[src/logic/psr_pkg.sv]
package psr_pkg;

  // ==========================================================================
  // Widths
  localparam int SP_W     = 16;
  localparam int BYTE_W   = 8;
  localparam int IO_AW    = 6;
  localparam int DISP_W   = 6;
  localparam int IDX_W    = 3;
  localparam int NUM_WORK = 6;

  // ==========================================================================
  // I/O register offsets
  localparam logic [IO_AW-1:0] IO_SP_LOW  = 6'h3d;
  localparam logic [IO_AW-1:0] IO_SP_HIGH = 6'h3e;

  // ==========================================================================
  // Reset values and steps
  localparam logic [SP_W-1:0]   SRAM_LAST_DEF = 16'h07ff;
  localparam logic [SP_W-1:0]   STEP_ONE      = 16'h0001;
  localparam logic [SP_W-1:0]   STEP_TWO      = 16'h0002;
  localparam logic [BYTE_W-1:0] BYTE_ZERO     = 8'h00;
  localparam logic [BYTE_W-1:0] WORK_RST      = 8'h00;

  // ==========================================================================
  // Pointer selection, work register index
  localparam logic [1:0]       PTR_X         = 2'h0;
  localparam logic [1:0]       PTR_Y         = 2'h1;
  localparam logic [1:0]       PTR_Z         = 2'h2;
  localparam logic [IDX_W-1:0] WORK_IDX_LAST = 3'h5;

  // ==========================================================================
  // Types
  typedef enum logic [1:0] {
    PTR_PLAIN,
    PTR_DISP,
    PTR_POSTINC,
    PTR_PREDEC
  } psr_ptr_mode_t;

  typedef enum logic [1:0] {
    STK_PUSH,
    STK_POP,
    STK_CALL,
    STK_RET
  } psr_stk_op_t;

  typedef enum logic [1:0] {
    STK_IDLE,
    STK_PUSH_HI,
    STK_POP_WAIT,
    STK_POP_CAP
  } psr_stk_state_t;

  // ==========================================================================
  // Address arithmetic, wraps at 16 bits
  function automatic logic [SP_W-1:0] psr_add16(input logic [SP_W-1:0] a,
                                                input logic [SP_W-1:0] b);
    psr_add16 = a + b;
  endfunction

  function automatic logic [SP_W-1:0] psr_sub16(input logic [SP_W-1:0] a,
                                                input logic [SP_W-1:0] b);
    psr_sub16 = a - b;
  endfunction

endpackage

[src/logic/psr_ptr_if.sv]
`timescale 1ns/1ps
interface psr_ptr_if;
  import psr_pkg::*;

  logic                 req;
  logic [1:0]           sel;
  psr_ptr_mode_t        mode;
  logic [DISP_W-1:0]    disp;
  logic [SP_W-1:0]      addr;
  logic                 addr_valid;
  logic                 rf_we;
  logic [IDX_W-1:0]     rf_idx;
  logic [BYTE_W-1:0]    rf_wdata;
  logic [IDX_W-1:0]     rf_rd_idx;
  logic [BYTE_W-1:0]    rf_rdata;

  modport core (output req, sel, mode, disp, rf_we, rf_idx, rf_wdata, rf_rd_idx,
                input  addr, addr_valid, rf_rdata);
  modport unit (input  req, sel, mode, disp, rf_we, rf_idx, rf_wdata, rf_rd_idx,
                output addr, addr_valid, rf_rdata);
endinterface

[src/logic/psr_regs.sv]
`timescale 1ns/1ps
module psr_regs #(
  parameter logic [psr_pkg::SP_W-1:0] SRAM_LAST_ADDR = psr_pkg::SRAM_LAST_DEF, // SRAM top
  parameter bit                       HAS_HIGH_BYTE  = 1'b1                    // High byte built
) (
  input  wire logic                        core_clk,    // Core clock
  input  wire logic                        rst_n,       // Async reset, active low
  input  wire logic                        clk_en,      // Freezes state while low
  // Stack operations
  input  wire logic                        stk_req,     // Stack operation request
  input  wire psr_pkg::psr_stk_op_t        stk_op,      // Push, pop, call, return
  input  wire logic [psr_pkg::SP_W-1:0]    stk_wdata,   // Byte or return address
  output logic                             stk_ready,   // Idle, request taken
  output logic                             stk_done,    // Operation finished
  output logic [psr_pkg::SP_W-1:0]         stk_rdata,   // Popped byte or address
  output logic [psr_pkg::SP_W-1:0]         stack_top_pointer, // Current top of stack
  // Data SRAM
  output logic [psr_pkg::SP_W-1:0]         sram_addr,   // SRAM address
  output logic                             sram_we,     // SRAM write strobe
  output logic                             sram_re,     // SRAM read strobe
  output logic [psr_pkg::BYTE_W-1:0]       sram_wdata,  // SRAM write byte
  input  wire logic [psr_pkg::BYTE_W-1:0]  sram_rdata,  // SRAM read byte
  // I/O register space
  input  wire logic [psr_pkg::IO_AW-1:0]   io_addr,     // I/O offset
  input  wire logic                        io_wr,       // I/O write strobe
  input  wire logic                        io_rd,       // I/O read strobe
  input  wire logic [psr_pkg::BYTE_W-1:0]  io_wdata,    // I/O write byte
  output logic [psr_pkg::BYTE_W-1:0]       io_rdata,    // I/O read byte
  // Pointer accesses
  input  wire logic                        ptr_req,     // Pointer access request
  input  wire logic [1:0]                  ptr_sel,     // X, Y or Z pair
  input  wire psr_pkg::psr_ptr_mode_t      ptr_mode,    // Addressing use
  input  wire logic [psr_pkg::DISP_W-1:0]  ptr_disp,    // Displacement
  output logic [psr_pkg::SP_W-1:0]         ptr_addr,    // Effective address
  output logic                             ptr_addr_valid, // Address strobe
  // Upper six work registers
  input  wire logic                        rf_we,       // Work register write
  input  wire logic [psr_pkg::IDX_W-1:0]   rf_idx,      // Write index 0..5
  input  wire logic [psr_pkg::BYTE_W-1:0]  rf_wdata,    // Write byte
  input  wire logic [psr_pkg::IDX_W-1:0]   rf_rd_idx,   // Read index 0..5
  output logic [psr_pkg::BYTE_W-1:0]       rf_rdata     // Read byte
);
  import psr_pkg::*;

  // ==========================================================================
  // Pointer pairs
  psr_ptr_if pif ();

  assign pif.req       = ptr_req;
  assign pif.sel       = ptr_sel;
  assign pif.mode      = ptr_mode;
  assign pif.disp      = ptr_disp;
  assign pif.rf_we     = rf_we;
  assign pif.rf_idx    = rf_idx;
  assign pif.rf_wdata  = rf_wdata;
  assign pif.rf_rd_idx = rf_rd_idx;
  assign ptr_addr       = pif.addr;
  assign ptr_addr_valid = pif.addr_valid;
  assign rf_rdata       = pif.rf_rdata;

  psr_ptr_unit u_ptr (
    .core_clk (core_clk),
    .rst_n    (rst_n),
    .clk_en   (clk_en),
    .pif      (pif.unit)
  );

  // ==========================================================================
  // Stack sequencer
  localparam logic [SP_W-1:0] SP_RST = HAS_HIGH_BYTE ? SRAM_LAST_ADDR
                                     : {BYTE_ZERO, SRAM_LAST_ADDR[BYTE_W-1:0]};

  psr_stk_state_t    state_ff;
  psr_stk_state_t    nxt_state;
  psr_stk_op_t       op_ff;
  psr_stk_op_t       nxt_op;
  logic [SP_W-1:0]   sp_ff;
  logic [SP_W-1:0]   nxt_sp;
  logic [SP_W-1:0]   sp_kept;
  logic [SP_W-1:0]   sp_start_ff;
  logic [BYTE_W-1:0] hold_hi_ff;
  logic              second_ff;
  logic              nxt_second;
  logic [SP_W-1:0]   sram_addr_ff;
  logic [SP_W-1:0]   nxt_sram_addr;
  logic              sram_we_ff;
  logic              nxt_sram_we;
  logic              sram_re_ff;
  logic              nxt_sram_re;
  logic [BYTE_W-1:0] sram_wdata_ff;
  logic [BYTE_W-1:0] nxt_sram_wdata;
  logic              done_ff;
  logic              nxt_done;
  logic [SP_W-1:0]   rdata_ff;
  logic [SP_W-1:0]   nxt_rdata;
  logic [BYTE_W-1:0] io_rdata_ff;
  logic              take;

  assign take = clk_en && stk_req && (state_ff == STK_IDLE);

  always_comb begin
    nxt_state      = state_ff;
    nxt_op         = op_ff;
    nxt_sp         = sp_ff;
    nxt_second     = second_ff;
    nxt_sram_addr  = sram_addr_ff;
    nxt_sram_we    = 1'b0;
    nxt_sram_re    = 1'b0;
    nxt_sram_wdata = sram_wdata_ff;
    nxt_done       = 1'b0;
    nxt_rdata      = rdata_ff;
    case (state_ff)
      STK_IDLE: begin
        if (stk_req) begin
          nxt_op     = stk_op;
          nxt_second = 1'b0;
          if (stk_op == STK_PUSH || stk_op == STK_CALL) begin
            nxt_sram_we    = 1'b1;
            nxt_sram_addr  = sp_ff;
            nxt_sram_wdata = stk_wdata[BYTE_W-1:0];
            nxt_sp         = psr_sub16(sp_ff, STEP_ONE);
            if (stk_op == STK_CALL) begin
              nxt_state = STK_PUSH_HI;
            end else begin
              nxt_done = 1'b1;
            end
          end else begin
            nxt_sp        = psr_add16(sp_ff, STEP_ONE);
            nxt_sram_re   = 1'b1;
            nxt_sram_addr = nxt_sp;
            nxt_state     = STK_POP_WAIT;
          end
        end else if (io_wr && io_addr == IO_SP_LOW) begin
          nxt_sp = {sp_ff[SP_W-1:BYTE_W], io_wdata};
        end else if (io_wr && io_addr == IO_SP_HIGH) begin
          nxt_sp = {io_wdata, sp_ff[BYTE_W-1:0]};
        end
      end
      STK_PUSH_HI: begin
        nxt_sram_we    = 1'b1;
        nxt_sram_addr  = sp_ff;
        nxt_sram_wdata = hold_hi_ff;
        nxt_sp         = psr_sub16(sp_ff, STEP_ONE);
        nxt_done       = 1'b1;
        nxt_state      = STK_IDLE;
      end
      STK_POP_WAIT: begin
        nxt_state = STK_POP_CAP;
      end
      STK_POP_CAP: begin
        if (op_ff == STK_RET && !second_ff) begin
          // High byte sits on top, low byte follows
          nxt_rdata[SP_W-1:BYTE_W] = sram_rdata;
          nxt_second    = 1'b1;
          nxt_sp        = psr_add16(sp_ff, STEP_ONE);
          nxt_sram_re   = 1'b1;
          nxt_sram_addr = nxt_sp;
          nxt_state     = STK_POP_WAIT;
        end else if (op_ff == STK_RET) begin
          nxt_rdata[BYTE_W-1:0] = sram_rdata;
          nxt_done  = 1'b1;
          nxt_state = STK_IDLE;
        end else begin
          nxt_rdata = {BYTE_ZERO, sram_rdata};
          nxt_done  = 1'b1;
          nxt_state = STK_IDLE;
        end
      end
      default: begin
        nxt_state = STK_IDLE;
      end
    endcase
  end

  // Without a high byte the upper bits never leave zero
  assign sp_kept = HAS_HIGH_BYTE ? nxt_sp : {BYTE_ZERO, nxt_sp[BYTE_W-1:0]};

  always_ff @(posedge core_clk or negedge rst_n) begin
    if (!rst_n) begin
      sp_ff <= SP_RST;
    end else if (clk_en) begin
      sp_ff <= sp_kept;
    end
  end

  always_ff @(posedge core_clk or negedge rst_n) begin
    if (!rst_n) begin
      state_ff    <= STK_IDLE;
      op_ff       <= STK_PUSH;
      second_ff   <= 1'b0;
      hold_hi_ff  <= BYTE_ZERO;
      sp_start_ff <= '0;
    end else if (clk_en) begin
      state_ff  <= nxt_state;
      op_ff     <= nxt_op;
      second_ff <= nxt_second;
      if (take) begin
        hold_hi_ff  <= stk_wdata[SP_W-1:BYTE_W];
        sp_start_ff <= sp_ff;
      end
    end
  end

  // ==========================================================================
  // SRAM strobes and answers; SRAM is expected to share clk_en
  always_ff @(posedge core_clk or negedge rst_n) begin
    if (!rst_n) begin
      sram_addr_ff  <= '0;
      sram_we_ff    <= 1'b0;
      sram_re_ff    <= 1'b0;
      sram_wdata_ff <= BYTE_ZERO;
    end else if (clk_en) begin
      sram_addr_ff  <= nxt_sram_addr;
      sram_we_ff    <= nxt_sram_we;
      sram_re_ff    <= nxt_sram_re;
      sram_wdata_ff <= nxt_sram_wdata;
    end
  end

  always_ff @(posedge core_clk or negedge rst_n) begin
    if (!rst_n) begin
      done_ff  <= 1'b0;
      rdata_ff <= '0;
    end else if (clk_en) begin
      done_ff  <= nxt_done;
      rdata_ff <= nxt_rdata;
    end
  end

  // ==========================================================================
  // I/O read-back
  always_ff @(posedge core_clk or negedge rst_n) begin
    if (!rst_n) begin
      io_rdata_ff <= BYTE_ZERO;
    end else if (clk_en && io_rd) begin
      if (io_addr == IO_SP_LOW) begin
        io_rdata_ff <= sp_ff[BYTE_W-1:0];
      end else if (io_addr == IO_SP_HIGH && HAS_HIGH_BYTE) begin
        io_rdata_ff <= sp_ff[SP_W-1:BYTE_W];
      end else begin
        io_rdata_ff <= BYTE_ZERO;
      end
    end
  end

  assign stk_ready         = (state_ff == STK_IDLE);
  assign stk_done          = done_ff;
  assign stk_rdata         = rdata_ff;
  assign stack_top_pointer = sp_ff;
  assign sram_addr         = sram_addr_ff;
  assign sram_we           = sram_we_ff;
  assign sram_re           = sram_re_ff;
  assign sram_wdata        = sram_wdata_ff;
  assign io_rdata          = io_rdata_ff;

  // ==========================================================================
  // Checks
  logic [BYTE_W-1:0] stk_lo;
  assign stk_lo = stk_wdata[BYTE_W-1:0];
endmodule

[src/logic/psr_ptr_unit.sv]
`timescale 1ns/1ps
module psr_ptr_unit (
  input  wire logic core_clk, // Core clock
  input  wire logic rst_n,    // Async reset, active low
  input  wire logic clk_en,   // Freezes state while low
  psr_ptr_if.unit   pif       // Pointer port from the core
);
  import psr_pkg::*;

  // ==========================================================================
  // Pointer selection and address generation
  logic [BYTE_W-1:0] work_ff [NUM_WORK];
  logic [IDX_W-1:0]  lo_idx;
  logic [IDX_W-1:0]  hi_idx;
  logic              sel_ok;
  logic              ptr_upd;
  logic [SP_W-1:0]   cur_ptr;
  logic [SP_W-1:0]   nxt_ptr;
  logic [SP_W-1:0]   nxt_addr;
  logic [SP_W-1:0]   addr_ff;
  logic              valid_ff;
  logic [BYTE_W-1:0] rdata_ff;

  assign sel_ok = (pif.sel <= PTR_Z);
  assign lo_idx = {pif.sel, 1'b0};
  assign hi_idx = {pif.sel, 1'b1};

  always_comb begin
    cur_ptr  = sel_ok ? {work_ff[hi_idx], work_ff[lo_idx]} : '0;
    nxt_ptr  = cur_ptr;
    nxt_addr = cur_ptr;
    ptr_upd  = 1'b0;
    case (pif.mode)
      PTR_PLAIN: begin
        nxt_addr = cur_ptr;
      end
      PTR_DISP: begin
        nxt_addr = psr_add16(cur_ptr, {{(SP_W-DISP_W){1'b0}}, pif.disp});
      end
      PTR_POSTINC: begin
        nxt_ptr = psr_add16(cur_ptr, STEP_ONE);
        ptr_upd = 1'b1;
      end
      PTR_PREDEC: begin
        nxt_ptr  = psr_sub16(cur_ptr, STEP_ONE);
        nxt_addr = nxt_ptr;
        ptr_upd  = 1'b1;
      end
      default: begin
        nxt_addr = cur_ptr;
      end
    endcase
  end

  // ==========================================================================
  // Work registers; a pointer step wins over a plain write in the same cycle
  always_ff @(posedge core_clk or negedge rst_n) begin
    if (!rst_n) begin
      for (int i = 0; i < NUM_WORK; i++) begin
        work_ff[i] <= WORK_RST;
      end
    end else if (clk_en) begin
      if (pif.req && sel_ok && ptr_upd) begin
        work_ff[lo_idx] <= nxt_ptr[BYTE_W-1:0];
        work_ff[hi_idx] <= nxt_ptr[SP_W-1:BYTE_W];
      end else if (pif.rf_we && (pif.rf_idx <= WORK_IDX_LAST)) begin
        work_ff[pif.rf_idx] <= pif.rf_wdata;
      end
    end
  end

  always_ff @(posedge core_clk or negedge rst_n) begin
    if (!rst_n) begin
      addr_ff  <= '0;
      valid_ff <= 1'b0;
      rdata_ff <= WORK_RST;
    end else if (clk_en) begin
      valid_ff <= pif.req && sel_ok;
      if (pif.req && sel_ok) begin
        addr_ff <= nxt_addr;
      end
      rdata_ff <= (pif.rf_rd_idx <= WORK_IDX_LAST) ? work_ff[pif.rf_rd_idx] : BYTE_ZERO;
    end
  end

  assign pif.addr       = addr_ff;
  assign pif.addr_valid = valid_ff;
  assign pif.rf_rdata   = rdata_ff;

  // ==========================================================================
  // Checks
  logic step_take;
  assign step_take = clk_en && pif.req && sel_ok;
endmodule

[config.mk]
export PLATFORM = sky130hd
export DESIGN_NAME = psr_regs
export DESIGN_NICKNAME = d
export VERILOG_FILES = /design/src/logic/psr_pkg.sv /design/src/logic/psr_ptr_if.sv /design/src/logic/psr_regs.sv /design/src/logic/psr_ptr_unit.sv
export SDC_FILE = /design/constraint.sdc
export NUM_CORES = 1
export LEC_CHECK = 0
export ABC_CLOCK_PERIOD_IN_PS = 2700
export BUFFER_PORTS_ARGS = -buffer_cell sky130_fd_sc_hd__buf_2
export CORE_UTILIZATION = 45
export DETAILED_ROUTE_END_ITERATION = 6
export PLACE_DENSITY = 0.68
export SLEW_MARGIN = 25
export SYNTH_ARGS = -nofsm -noshare
export SYNTH_HDL_FRONTEND = slang
export SYNTH_SLANG_ARGS = --single-unit
export TNS_END_PERCENT = 1
[constraint.sdc]
create_clock -name core_clk -period 2.7 [get_ports core_clk]
set_input_delay 0.54 -clock core_clk [delete_from_list [all_inputs] [get_ports core_clk]]
set_output_delay 0.54 -clock core_clk [all_outputs]
set_load 0.03 [all_outputs]
# Word-level counts from Yosys, hierarchy flattened

Index checks and enable logic that the tools add are counted.

Flip-flop bits (word level): 153

$add $sub $neg: 5
Magnitude comparators: 10
Equal/unequal tests: 18
Multiplexer cells: 61
Bitwise operators: 5
Reduce and logical (&&, ||, !) cells: 33

Operator list:

| kind                  | count |
|---|---|
| $bwmux 48             | 3 |
| $mux 16               | 8 |
| $mux 8                | 16 |
| $mux 48               | 2 |
| $pmux 16 s3           | 2 |
| $bmux 8 s3            | 3 |
| $demux 8 s3           | 3 |
| $pmux 16 s2           | 2 |
| $add 16x1->16 const B | 2 |
| $sub 16x1->16 const B | 2 |
| $add 16x6->16         | 1 |
| $ge 4x4->1 const B    | 4 |
| $not 3->4             | 4 |
| $pmux 8 s2            | 1 |
| $reduce_and 4->1      | 4 |
| $eq 2x2->1 const B    | 6 |
| $eq 6x6->1 const B    | 2 |
| $logic_and 1x1->1     | 12 |
| $lt 4x1->1 const B    | 3 |
| $mux 1                | 12 |
| $reduce_and 3->1      | 4 |
| $mux 2                | 4 |
| $pmux 2 s4            | 1 |
| $le 3x3->1 const B    | 2 |
| 17 further kinds      | 29 |

# Logic depth before layout (Yosys ltp)

Gate-level depths: netlist of the first run.

Depth in word-level cells: 10
Gate-level depth with buffers: 15

# Hierarchy

Synthesis of the first run repeated with hierarchy kept, for this count alone.

Cell total of the unflattened synthesis: 1272
Area total of the unflattened synthesis: 10969.3 µm²

Modules (own cells, without submodules):

| module       | times used | cells each | area an instance (µm²) |
|---|---|---|---|
| psr_ptr_unit | 1          | 674        | 5759.3 |
| psr_regs     | 1          | 598        | 5210.0 |

# Worst setup path before layout of the first run

OpenSTA, ideal clock, no wires.

Path type: input port to flip-flop
Start point: in ptr_sel[1]
End point: reg u_ptr.addr_ff[14], in the netlist u_ptr.pif.addr[14]
Arrival: 3.218 ns
Setup slack: -0.587 ns
Stages on the path: 15
Cell sequence: buf_6 -> buf_8 -> mux2i_1 -> a2bb2oi_2 -> inv_2 -> ha_1 -> inv_1 -> fa_1 -> nor2b_1 -> o31a_1 -> o221ai_1 -> nor4_1 -> and3_1 -> or4_1 -> nand3_1

Longest elaborated chain between the ends: 7
Elaborated cells between the ends (all ways): 15

Ends and longest elaborated chain:

| element                                               | RTL line                     | text |
|---|---|---|
| from (decl)                                           | psr_regs.sv:31               | `input wire logic [1:0] ptr_sel,` |
| $not 3->4 (not written as such)                       | psr_ptr_unit.sv:29           | `cur_ptr = sel_ok ? {work_ff[hi_idx], work_ff[lo_idx]} : '0;` |
| $bmux 8 s3                                            | psr_ptr_unit.sv:29           |  |
| $mux 8 (not written as such) (2 in series)            | psr_ptr_unit.sv:29           |  |
| $mux 16                                               | psr_ptr_unit.sv:29           |  |
| $sub 16x1->16 / $add 16x6->16 (equally long branches) | psr_pkg.sv:64, psr_pkg.sv:59 |  |
| $pmux 16 s2                                           | psr_ptr_unit.sv:33           | `case (pif.mode)` |
| to (signal assigned)                                  | psr_ptr_unit.sv:80           | `addr_ff <= nxt_addr;` |
| to (decl)                                             | psr_ptr_unit.sv:20           | `logic [SP_W-1:0] addr_ff;` |

Several ways; a longest one is shown, not always the timed one. The select of a mux whose other input is x is not followed.
A chain may end at the register's enable or synchronous reset.

# Final worst setup path of the first run

Start point: in ptr_sel[1]
End point: reg u_ptr.addr_ff[13], in the netlist u_ptr.pif.addr[13]

The elaborated chain is that of the path after synthesis.

==> results of run 1 <==
[cells by family after synthesis]
family	Yosys count	synth area share, %
xor+xnor	47	3.983
fa+ha+maj	15	1.889
compound gates	384	25.67
mux	77	8.838
buf+inv	107	4.491
simple gates	372	17.95
flops	153	37.18
[worst max-delay path, stage by stage]
cell,delay (ps)
buf_4,180
buf_4,170
mux2i_2,220
a2bb2oi_2,200
inv_2,60
ha_1,320
o21ai_0,100
nor2_1,200
o311a_1,230
or4b_1,450
a21boi_1,170
xnor2_1,140
o21ai_1,70
[metal layers]
layer  part of all wire, %  GRT usage, %
met4                   4.0         13.90
met2                    44         45.45
met5                  0.20         2.277
met3                   9.7         6.172
met1                    42         41.22
[cell usage in the layout, fill, tap and decap left out, drive strengths merged, types with 13 or more instances in the layout]
cell,n
nor2,90
dfrtp,142
mux2,34
a22oi,31
a221oi,16
xor2,15
ha,14
nor4,17
mux2i,35
a31oi,14
a32oi,21
clkbuf,20
nand2,127
o21ai,126
nor3,26
inv,35
a22o,13
a21oi,64
xnor2,32
nand3,32
buf,344
[flip-flops by register name, indices dropped and copies added (netlist names)]
name / flops
stk_done: 1
sram_we: 1
sram_wdata: 8
u_ptr.pif.addr_valid: 1
second_ff: 1
hold_hi_ff: 8
u_ptr.pif.addr: 16
stk_rdata: 16
sram_addr: 16
io_rdata: 8
u_ptr.work_ff: 48
state_ff: 2
u_ptr.pif.rf_rdata: 8
sram_re: 1
op_ff: 2
stack_top_pointer: 16
[power breakdown]
group / leakage [nW] / switching [mW] / internal, mW
Sequential: 1.91 / 0.780 / 3.13
Combinational: 3.74 / 3.93 / 2.56
Clock: 0.272 / 1.07 / 1.25
[what timing repair did]
item | CTS | global route
hold buffers | 0 | 0
buffers inserted | 3 | 4
resized for setup | 4 | 25
pin swaps | 6 | 15
setup endpoints to repair | 10 | 27
[path summary, 6_finish.rpt]
check	to	start	slack, ps
setup / recovery	u_ptr.pif.addr[13]	ptr_sel[1]	-30
hold / removal	u_ptr.pif.addr[7]	rst_n	90
setup reg to reg	u_ptr.pif.addr[14]	u_ptr.work_ff[8]	-20
hold reg to reg	u_ptr.pif.addr[5]	u_ptr.pif.addr[5]	470
max in group asynchronous	stack_top_pointer[5]	rst_n	1920
min in group core_clk	hold_hi_ff[3]	stk_wdata[11]	340
[cell type report]
class / instances / area share, %
multi-input cells: 895 / 46.48
flip-flops and latches: 153 / 28.96
repair buffers: 344 / 16.80
clock buffers: 20 / 3.441
well taps: 285 / 2.687
inverters: 30 / 0.8486
clock inverters: 12 / 0.7826
[per-stage QoR]
step,std cells,util [%]
final,1739,58.79
after global routing,1739,58.79
after CTS,1735,58.14
after detailed placement,1700,55.45
after global placement,1700,55.45
after floorplan,1155,-
==> impl_metrics.csv, run 1 <==
group,metric,value,unit
route,drtPass1Iterations,6,
placed_design,pre_cts_slack,-566.8,ps
timing,slew_viol_final,0,
timing,fin_skew,10.59,ps
power,ir_drop,0.5019,mV
timing,fin_crit_sh,101.0,%
finish,design_area,13270,um^2
critical_path,start_kind,"input pin",
run_status,status,"finished, violations left",
timing,final.min_clock_period,2726,ps
clock_network,htreeDepth,4,
finish,multi_input_area,6168,um^2
run_status,violations,"negative setup slack",
finish,nNetsFinal,1528,
synth,ys_seq_elements,153,
placed_design,dp_hpwl,26970,um
clock_network,cts.sinks,153,
timing,tightestPinTransition,773.1,ps
floorplan,start_util,45.79,%
finish,antenna_cells,0,
placed_design,io_buffers,164,
clock_network,cts_tree,"done",
power,leakage,5.919,nW
route,ant_nets,0,
route,routed_wl,35590,um
global_route,grt_pass1_wl,55140,um
floorplan,std_cell_rows,55,
clock_network,clkTransAtPathRegs,60,ps
placed_design,place_congestion,1.025,
timing,whs,92.96,ps
synth,synth_top_area_share,34.38,%
synth,synthTopCellsByCount,"dfrtp_1 (142), nand2_1 (127), o21ai_0 (117)",
clock_network,cts_buffer_depth,2,
floorplan,die-area,23580,um^2
timing,hold_viol_final,0,
floorplan,fp.dieW,153.5,um
timing,relSlewSlack,48.06,%
finish,drive_gt1_share,33.77,%
global_route,grt_pass1_vias,10010,
finish,fill_cells,2040,
synth,yosys.cell_count.top_type,"dfrtp_1",
critical_path,critPathArrivalTime,3040,ps
synth,synth_cells,1155,
timing,setup_viol,3,
synth,ys.flop_type,"dfrtp_1",
floorplan,ioPinCount,165,
synth,syn_nets,1242,
critical_path,worstPathRequired,3020,ps
critical_path,cp_max_fo,9,
floorplan,die_h,153.5,um
global_route,overflow,0,
route,initialDrtViolationCount,1232,
synth,ys_warn_count,0,
synth,synthesis.area,10330,um^2
power,p_total,12.72,mW
critical_path,ff2ff_path_depth,13,
job,drv_cap,0,
synth,seq_area_frac_synth,37.18,%
synth,netlist-cell-type-count,96,
route,viasPerCell,6.179,
timing,fin_ws,-25.90,ps
finish,register_area,3842,um^2
synth,syn_avg_cell_area,8.948,um^2
synth,synth_edf_count,0,
route,route.detailed.drc,0,
global_route,grt_usage,30.08,%
floorplan,core-area,22570,um^2
synth,async_flop_share,100.0,%
synth,yosysTopAreaCell,"dfrtp_1",
clock_network,numCtsBuffers,17,
global_route,grt_max_degree,60,
power,p_per_area,958.8,nW/um^2
placed_design,placed_area,12520,um^2
finish,syn2layout_area_growth,28.40,%
clock_network,clk_latency,440,ps
timing,max_freq,366.9,MHz
critical_path,criticalPathCategory,"input pin to flop",
timing,tns,-48.71,ps
critical_path,end_kind,"flop",
global_route,antenna_found_initial,0,
synth,yosys-top-cells-area,"dfrtp_1 (34%), o21ai_0 (5.7%), nand2_1 (4.6%), mux2_2 (3.7%), mux2i_1 (3.4%)",
clock_network,clock-root-buffer,"clkbuf_16",
timing,rsz0062_at_grt,"yes",
hold_path,hold_path_class,"input pin to asynchronous set/reset pin",
route,wl_per_cell,20.47,um
route,vias,10750,
(Power assumes the default switching activity.)
==> run 2, diff against run 1 <==
PLACE_DENSITY = 0.73   (was 0.68)
SKIP_CTS_REPAIR_TIMING = 1   (was default)
==> impl_metrics.csv, run 2 (synthesis gave the netlist of run 1 again) <==
group,metric,value,unit
job,drv_cap,0,
clock_network,clock-root-buffer,"clkbuf_16",
global_route,overflow,0,
clock_network,clk_latency,440,ps
route,viasPerCell,6.262,
timing,relSlewSlack,49.06,%
global_route,grt_usage,32.11,%
finish,fill_cells,2015,
power,p_per_area,983.2,nW/um^2
critical_path,start_kind,"flop",
finish,regMostFlops,"u_ptr.work_ff",
critical_path,end_kind,"flop",
timing,setup_viol,2,
floorplan,core-area,22570,um^2
global_route,grt_pass1_vias,10300,
hold_path,hold_path_class,"input pin to asynchronous set/reset pin",
critical_path,cp_slowest_cell,"or4b_4",
critical_path,worstPathRequired,3020,ps
timing,fin_skew,10.81,ps
clock_network,cts_tree,"done",
finish,largest_reg_flops,48,
timing,hold_viol_final,0,
route,drtPass1Iterations,6,
route,wl_per_cell,21.71,um
floorplan,start_util,45.79,%
power,netSwitchingFraction,45.33,%
critical_path,critPathArrivalTime,3030,ps
clock_network,cts.sinks,153,
placed_design,place_congestion,1.007,
timing,final.min_clock_period,2714,ps
power,p_comb_share,52.1,%
power,seqPwrFrac,29.3,%
route,route.detailed.drc,0,
finish,final_common_cell,"buf_4",
floorplan,std_cell_rows,55,
power,p_total,13.12,mW
power,ir_drop,0.4209,mV
finish,syn2layout_area_growth,29.12,%
critical_path,timing.reg2reg.setup_slack,-10,ps
timing,fin_crit_sh,100.5,%
clock_network,clkTransAtPathRegs,60,ps
power,leakage,5.974,nW
global_route,grt_max_degree,66,
clock_network,cts_buffer_depth,2,
placed_design,pre_cts_slack,-430.8,ps
route,vias,10960,
run_status,status,"finished, violations left",
floorplan,ioPinCount,165,
global_route,grt_pass1_wl,58330,um
power,clkPwrFrac,18.6,%
finish,final_cell_mix,"buf_4 (187), buf_2 (163), dfrtp_1 (142), nand2_1 (127), o21ai_0 (115)",
global_route,antenna_found_initial,2,
clock_network,htreeDepth,4,
placed_design,io_buffers,164,
run_status,violations,"negative setup slack",
power,internal_power,7.172,mW
route,routed_wl,37980,um
timing,fin_ws,-13.70,ps
power,power.switching,5.948,mW
critical_path,criticalPathCategory,"flop to flop",
clock_network,numCtsBuffers,17,
floorplan,die_h,153.5,um
placed_design,dp_hpwl,28760,um
floorplan,fp.dieW,153.5,um
floorplan,die-area,23580,um^2
finish,drive_gt1_share,34.04,%
critical_path,max_stage_delay,490,ps
route,initialDrtViolationCount,1285,
timing,tightestPinTransition,759.0,ps
timing,slew_viol_final,0,
finish,nNetsFinal,1539,
critical_path,path_cells,"mux2i_1 > a2bb2oi_2 > inv_2 > buf_6 > ha_4 > a211oi_1 > nor2_1 > o311a_1 > or4b_4 > a21boi_2 > xnor2_1 > o21ai_1",
timing,max_freq,368.5,MHz
timing,rsz0062_at_grt,"yes",
route,ant_nets,0,
critical_path,cp_max_fo,5,
[run 2: final cells by class]
class / count / area, um^2 / share of cell area, %
Tap cell: 285 / 356.6 / 2.672
Antenna cell: 2 / 5.005 / 0.03751
Timing Repair Buffer: 355 / 2302 / 17.25
Inverter: 30 / 112.6 / 0.8439
Multi-Input combinational cell: 895 / 6150 / 46.09
Clock inverter: 12 / 146.4 / 1.097
Clock buffer: 18 / 429.2 / 3.216
Sequential cell: 153 / 3842 / 28.80
[run 2: power groups by stage]
stage                     clock network (mW)  logic, mW  registers, mW
after global placement                     0       6.56           3.82
final                                   2.43       6.84           3.84
after floorplan                            0       3.31           4.63
after CTS                               2.47       6.69           3.81
after detailed placement                   0       6.65           3.84
after global routing                    2.55       7.33           3.91
[run 2: path summary, 6_finish.rpt]
kind                            depth (start not counted)               start               endpoint
max in group asynchronous                               2               rst_n      u_ptr.work_ff[29]
worst max register to register                         12    u_ptr.work_ff[9]     u_ptr.pif.addr[13]
worst min-delay path                                    1               rst_n  u_ptr.pif.rf_rdata[6]
worst max-delay path                                   12    u_ptr.work_ff[9]     u_ptr.pif.addr[13]
worst min register to register                          1  u_ptr.pif.addr[10]     u_ptr.pif.addr[10]
min in group core_clk                                   2       sram_rdata[2]          stk_rdata[10]
[run 2: per-stage QoR]
step	TNS [ps]	instances	hold slack [ps]	util, %	instance area (um^2)
finish	-16.76	1750	121.7	59.12	13340
global route	-770.3	1749	178.8	59.11	13340
CTS	-387.0	1742	146.9	58.40	13180
detailed placement	-9155	1712	462.7	55.85	12610
global placement	-7289	1712	456.7	55.85	12610
floorplan	-6419	1155	244.4	-	10340
[run 2: layer usage]
metal | up-vias | routed length, um | track usage, %
met4 | 0 | 1278 | 12.10
met2 | 681 | 16210 | 46.41
met3 | 103 | 4192 | 6.680
met5 | - | 0 | 0
met1 | 5251 | 16300 | 46.93
li1 | 4923 | - | -
[run 2: worst max-delay path: cells and delay by family, from the launching register on]
kind / cells / cell delay [ps]
AO/OA/AOI/OAI: 5 / 760
XOR/XNOR: 1 / 130
adder cells (fa/ha/maj): 1 / 260
buffers and inverters: 2 / 190
flip-flops: 1 / 410
multiplexers: 1 / 190
AND/OR/NAND/NOR: 2 / 660
==> run 3, diff against run 2 <==
SYNTH_HIERARCHICAL = 1   (was default)
==> impl_metrics.csv, run 3 <==
group,metric,value,unit
clock_network,cts_tree,"done",
critical_path,end_kind,"flop",
synth,synth_top_area_share,32.39,%
route,routed_wl,39770,um
synth,ys.flop_type,"dfrtp_1",
timing,final.min_clock_period,2757,ps
synth,synthesis.area,10970,um^2
timing,fin_skew,19.56,ps
critical_path,max_stage_delay,440,ps
power,ir_drop,0.7001,mV
synth,yosys-top-cells-area,"dfrtp_1 (32%), o21ai_0 (5.0%), nand2_1 (5.0%), nor2_1 (3.6%), a21oi_1 (3.0%)",
global_route,grt_pass1_wl,61490,um
route,route.detailed.drc,0,
placed_design,dp_hpwl,29900,um
synth,netlist-cell-type-count,94,
timing,tightestPinTransition,808.0,ps
floorplan,std_cell_rows,56,
synth,async_flop_share,100.0,%
timing,setup_viol,4,
timing,fin_crit_sh,102.1,%
synth,seq_area_frac_synth,35.03,%
critical_path,path_cells,"mux2i_1 > a2bb2oi_2 > inv_2 > ha_1 > a211oi_1 > a221oi_2 > o2111ai_4 > nand2_2 > a32o_1 > and3_1 > o31ai_1",
clock_network,numCtsBuffers,17,
route,ant_nets,0,
placed_design,place_congestion,0.9957,
global_route,grt_pass1_vias,10930,
clock_network,clock-root-buffer,"clkbuf_16",
power,p_per_area,945.8,nW/um^2
power,netSwitchingFraction,47.71,%
global_route,gr-usage-met1,45.12,%
power,leakage,6.131,nW
global_route,use_met2,48.54,%
route,vias,11770,
route,drtPass1Iterations,7,
floorplan,die-area,25010,um^2
critical_path,cp_slowest_cell,"dfrtp_1",
floorplan,start_util,46.32,%
synth,synthTopCellsByCount,"nand2_1 (145), dfrtp_1 (142), o21ai_0 (109)",
global_route,grt_max_degree,67,
synth,ys_warn_count,6,
critical_path,path_delay_family,"compound AO/OA/AOI/OAI gates",
power,clkPwrFrac,18.7,%
placed_design,placed_area,13210,um^2
hold_path,hold_path_class,"input pin to asynchronous set/reset pin",
synth,yosys.cell_count.top_type,"nand2_1",
clock_network,clkTransAtPathRegs,80,ps
power,p_comb_share,50.9,%
finish,drive_gt1_share,32.14,%
power,seqPwrFrac,30.3,%
run_status,status,"finished, violations left",
finish,final_cell_mix,"buf_4 (189), buf_2 (163), nand2_1 (144), dfrtp_1 (142), nor2_1 (105)",
finish,fill_cells,2134,
critical_path,critPathArrivalTime,3100,ps
finish,regMostFlops,"u_ptr/work_ff",
placed_design,io_buffers,164,
synth,syn_nets,1358,
critical_path,start_kind,"flop",
clock_network,cts_buffer_depth,2,
synth,synth_cells,1272,
finish,final_common_cell,"buf_4",
finish,antenna_cells,0,
synth,syn_avg_cell_area,8.624,um^2
critical_path,criticalPathCategory,"flop to flop",
power,internal_power,6.936,mW
synth,yosysTopAreaCell,"dfrtp_1",
run_status,violations,"negative setup slack",
timing,rsz0062_at_grt,"yes",
global_route,overflow,0,
power,power.switching,6.328,mW
finish,design_area,14020,um^2
global_route,antenna_found_initial,0,
floorplan,core-area,23680,um^2
critical_path,cp_max_fo,4,
finish,syn2layout_area_growth,27.84,%
floorplan,fp.dieW,158.1,um
global_route,groute.layer.met3.usage,5.940,%
clock_network,clk_latency,440,ps
critical_path,crit_buf_inv,1,
timing,max_freq,362.8,MHz
global_route,grt.busiest_layer,"met2",
timing,slew_viol_final,0,
clock_network,htreeDepth,4,
synth,synth_edf_count,0,
finish,nNetsFinal,1632,
synth,ys_seq_elements,153,
timing,relSlewSlack,45.90,%
route,viasPerCell,6.266,
finish,largest_reg_flops,48,
job,drv_cap,0,
global_route,grt_usage,32.37,%
timing,hold_viol_final,0,
route,initialDrtViolationCount,1469,
route,wl_per_cell,21.18,um
critical_path,worstPathRequired,3040,ps
clock_network,cts.sinks,153,
floorplan,ioPinCount,165,
timing,fin_ws,-56.56,ps
floorplan,die_h,158.1,um
timing,whs,112.0,ps
run 3: logic make-up (layout without fill, tap and decap cells):
group                    after synthesis  count (layout)  share of synthesized area [%]
multiplexers                          70              70                          7.711
buffers and inverters                129             416                          5.281
XOR/XNOR                              35              35                          2.795
adder cells (fa/ha/maj)               14              14                          1.665
flip-flops                           153             153                          35.03
AO/OA/AOI/OAI                        409             409                          26.09
AND/OR/NAND/NOR                      462             462                          21.43
run 3: path summary, 6_finish.rpt:
check	endpoint	start	cells past startpoint	slack [ps]
setup reg to reg	u_ptr/pif.addr[9]	u_ptr/work_ff[41]	11	-60
min in group core_clk	hold_hi_ff[3]	stk_wdata[11]	2	330
max in group asynchronous	u_ptr/work_ff[5]	rst_n	2	1810
setup / recovery	u_ptr/pif.addr[9]	u_ptr/work_ff[41]	11	-60
hold / removal	sram_wdata[2]	rst_n	1	110
hold reg to reg	sram_wdata[7]	sram_wdata[7]	2	480
run 3: power by group through the flow:
stage | clock (mW) | sequential [mW] | combinational, mW
2_1_floorplan | 0 | 4.60 | 3.58
3_3_place_gp | 0 | 3.98 | 6.43
3_5_place_dp | 0 | 4.01 | 6.54
4_1_cts | 2.51 | 3.97 | 6.56
5_1_grt | 2.61 | 4.10 | 7.26
6_report | 2.48 | 4.02 | 6.76
run 3: metal layers:
| layer | up-vias | share of wire [%] |
|---|---|---|
| met4 | 0 | 4.3 |
| met3 | 124 | 9.9 |
| met5 | - | 0 |
| met1 | 5570 | 43 |
| met2 | 735 | 43 |
| li1 | 5339 | - |
run 3: layout make-up:
| cell class | count | area [um^2] | area share (%) |
|---|---|---|---|
| Multi-Input combinational cell | 990 | 6783 | 48.37 |
| Timing Repair Buffer | 356 | 2288 | 16.32 |
| Sequential cell | 153 | 3842 | 27.40 |
| Clock buffer | 17 | 425.4 | 3.034 |
| Inverter | 28 | 107.6 | 0.7673 |
| Tap cell | 319 | 399.1 | 2.846 |
| Clock inverter | 15 | 177.7 | 1.267 |
run 3: metrics by stage:
stage,setup TNS [ps],util (%),total power [mW],worst slack (ps),cells
floorplan,-2952,-,8.180,-258.6,1272
global placement,-11730,55.79,10.41,-401.2,1843
detailed placement,-15160,55.79,10.55,-480.2,1843
CTS,-1330,58.33,13.05,-127.9,1875
global route,-2485,59.21,13.96,-175.3,1878
finish,-122.9,59.21,13.26,-56.56,1878
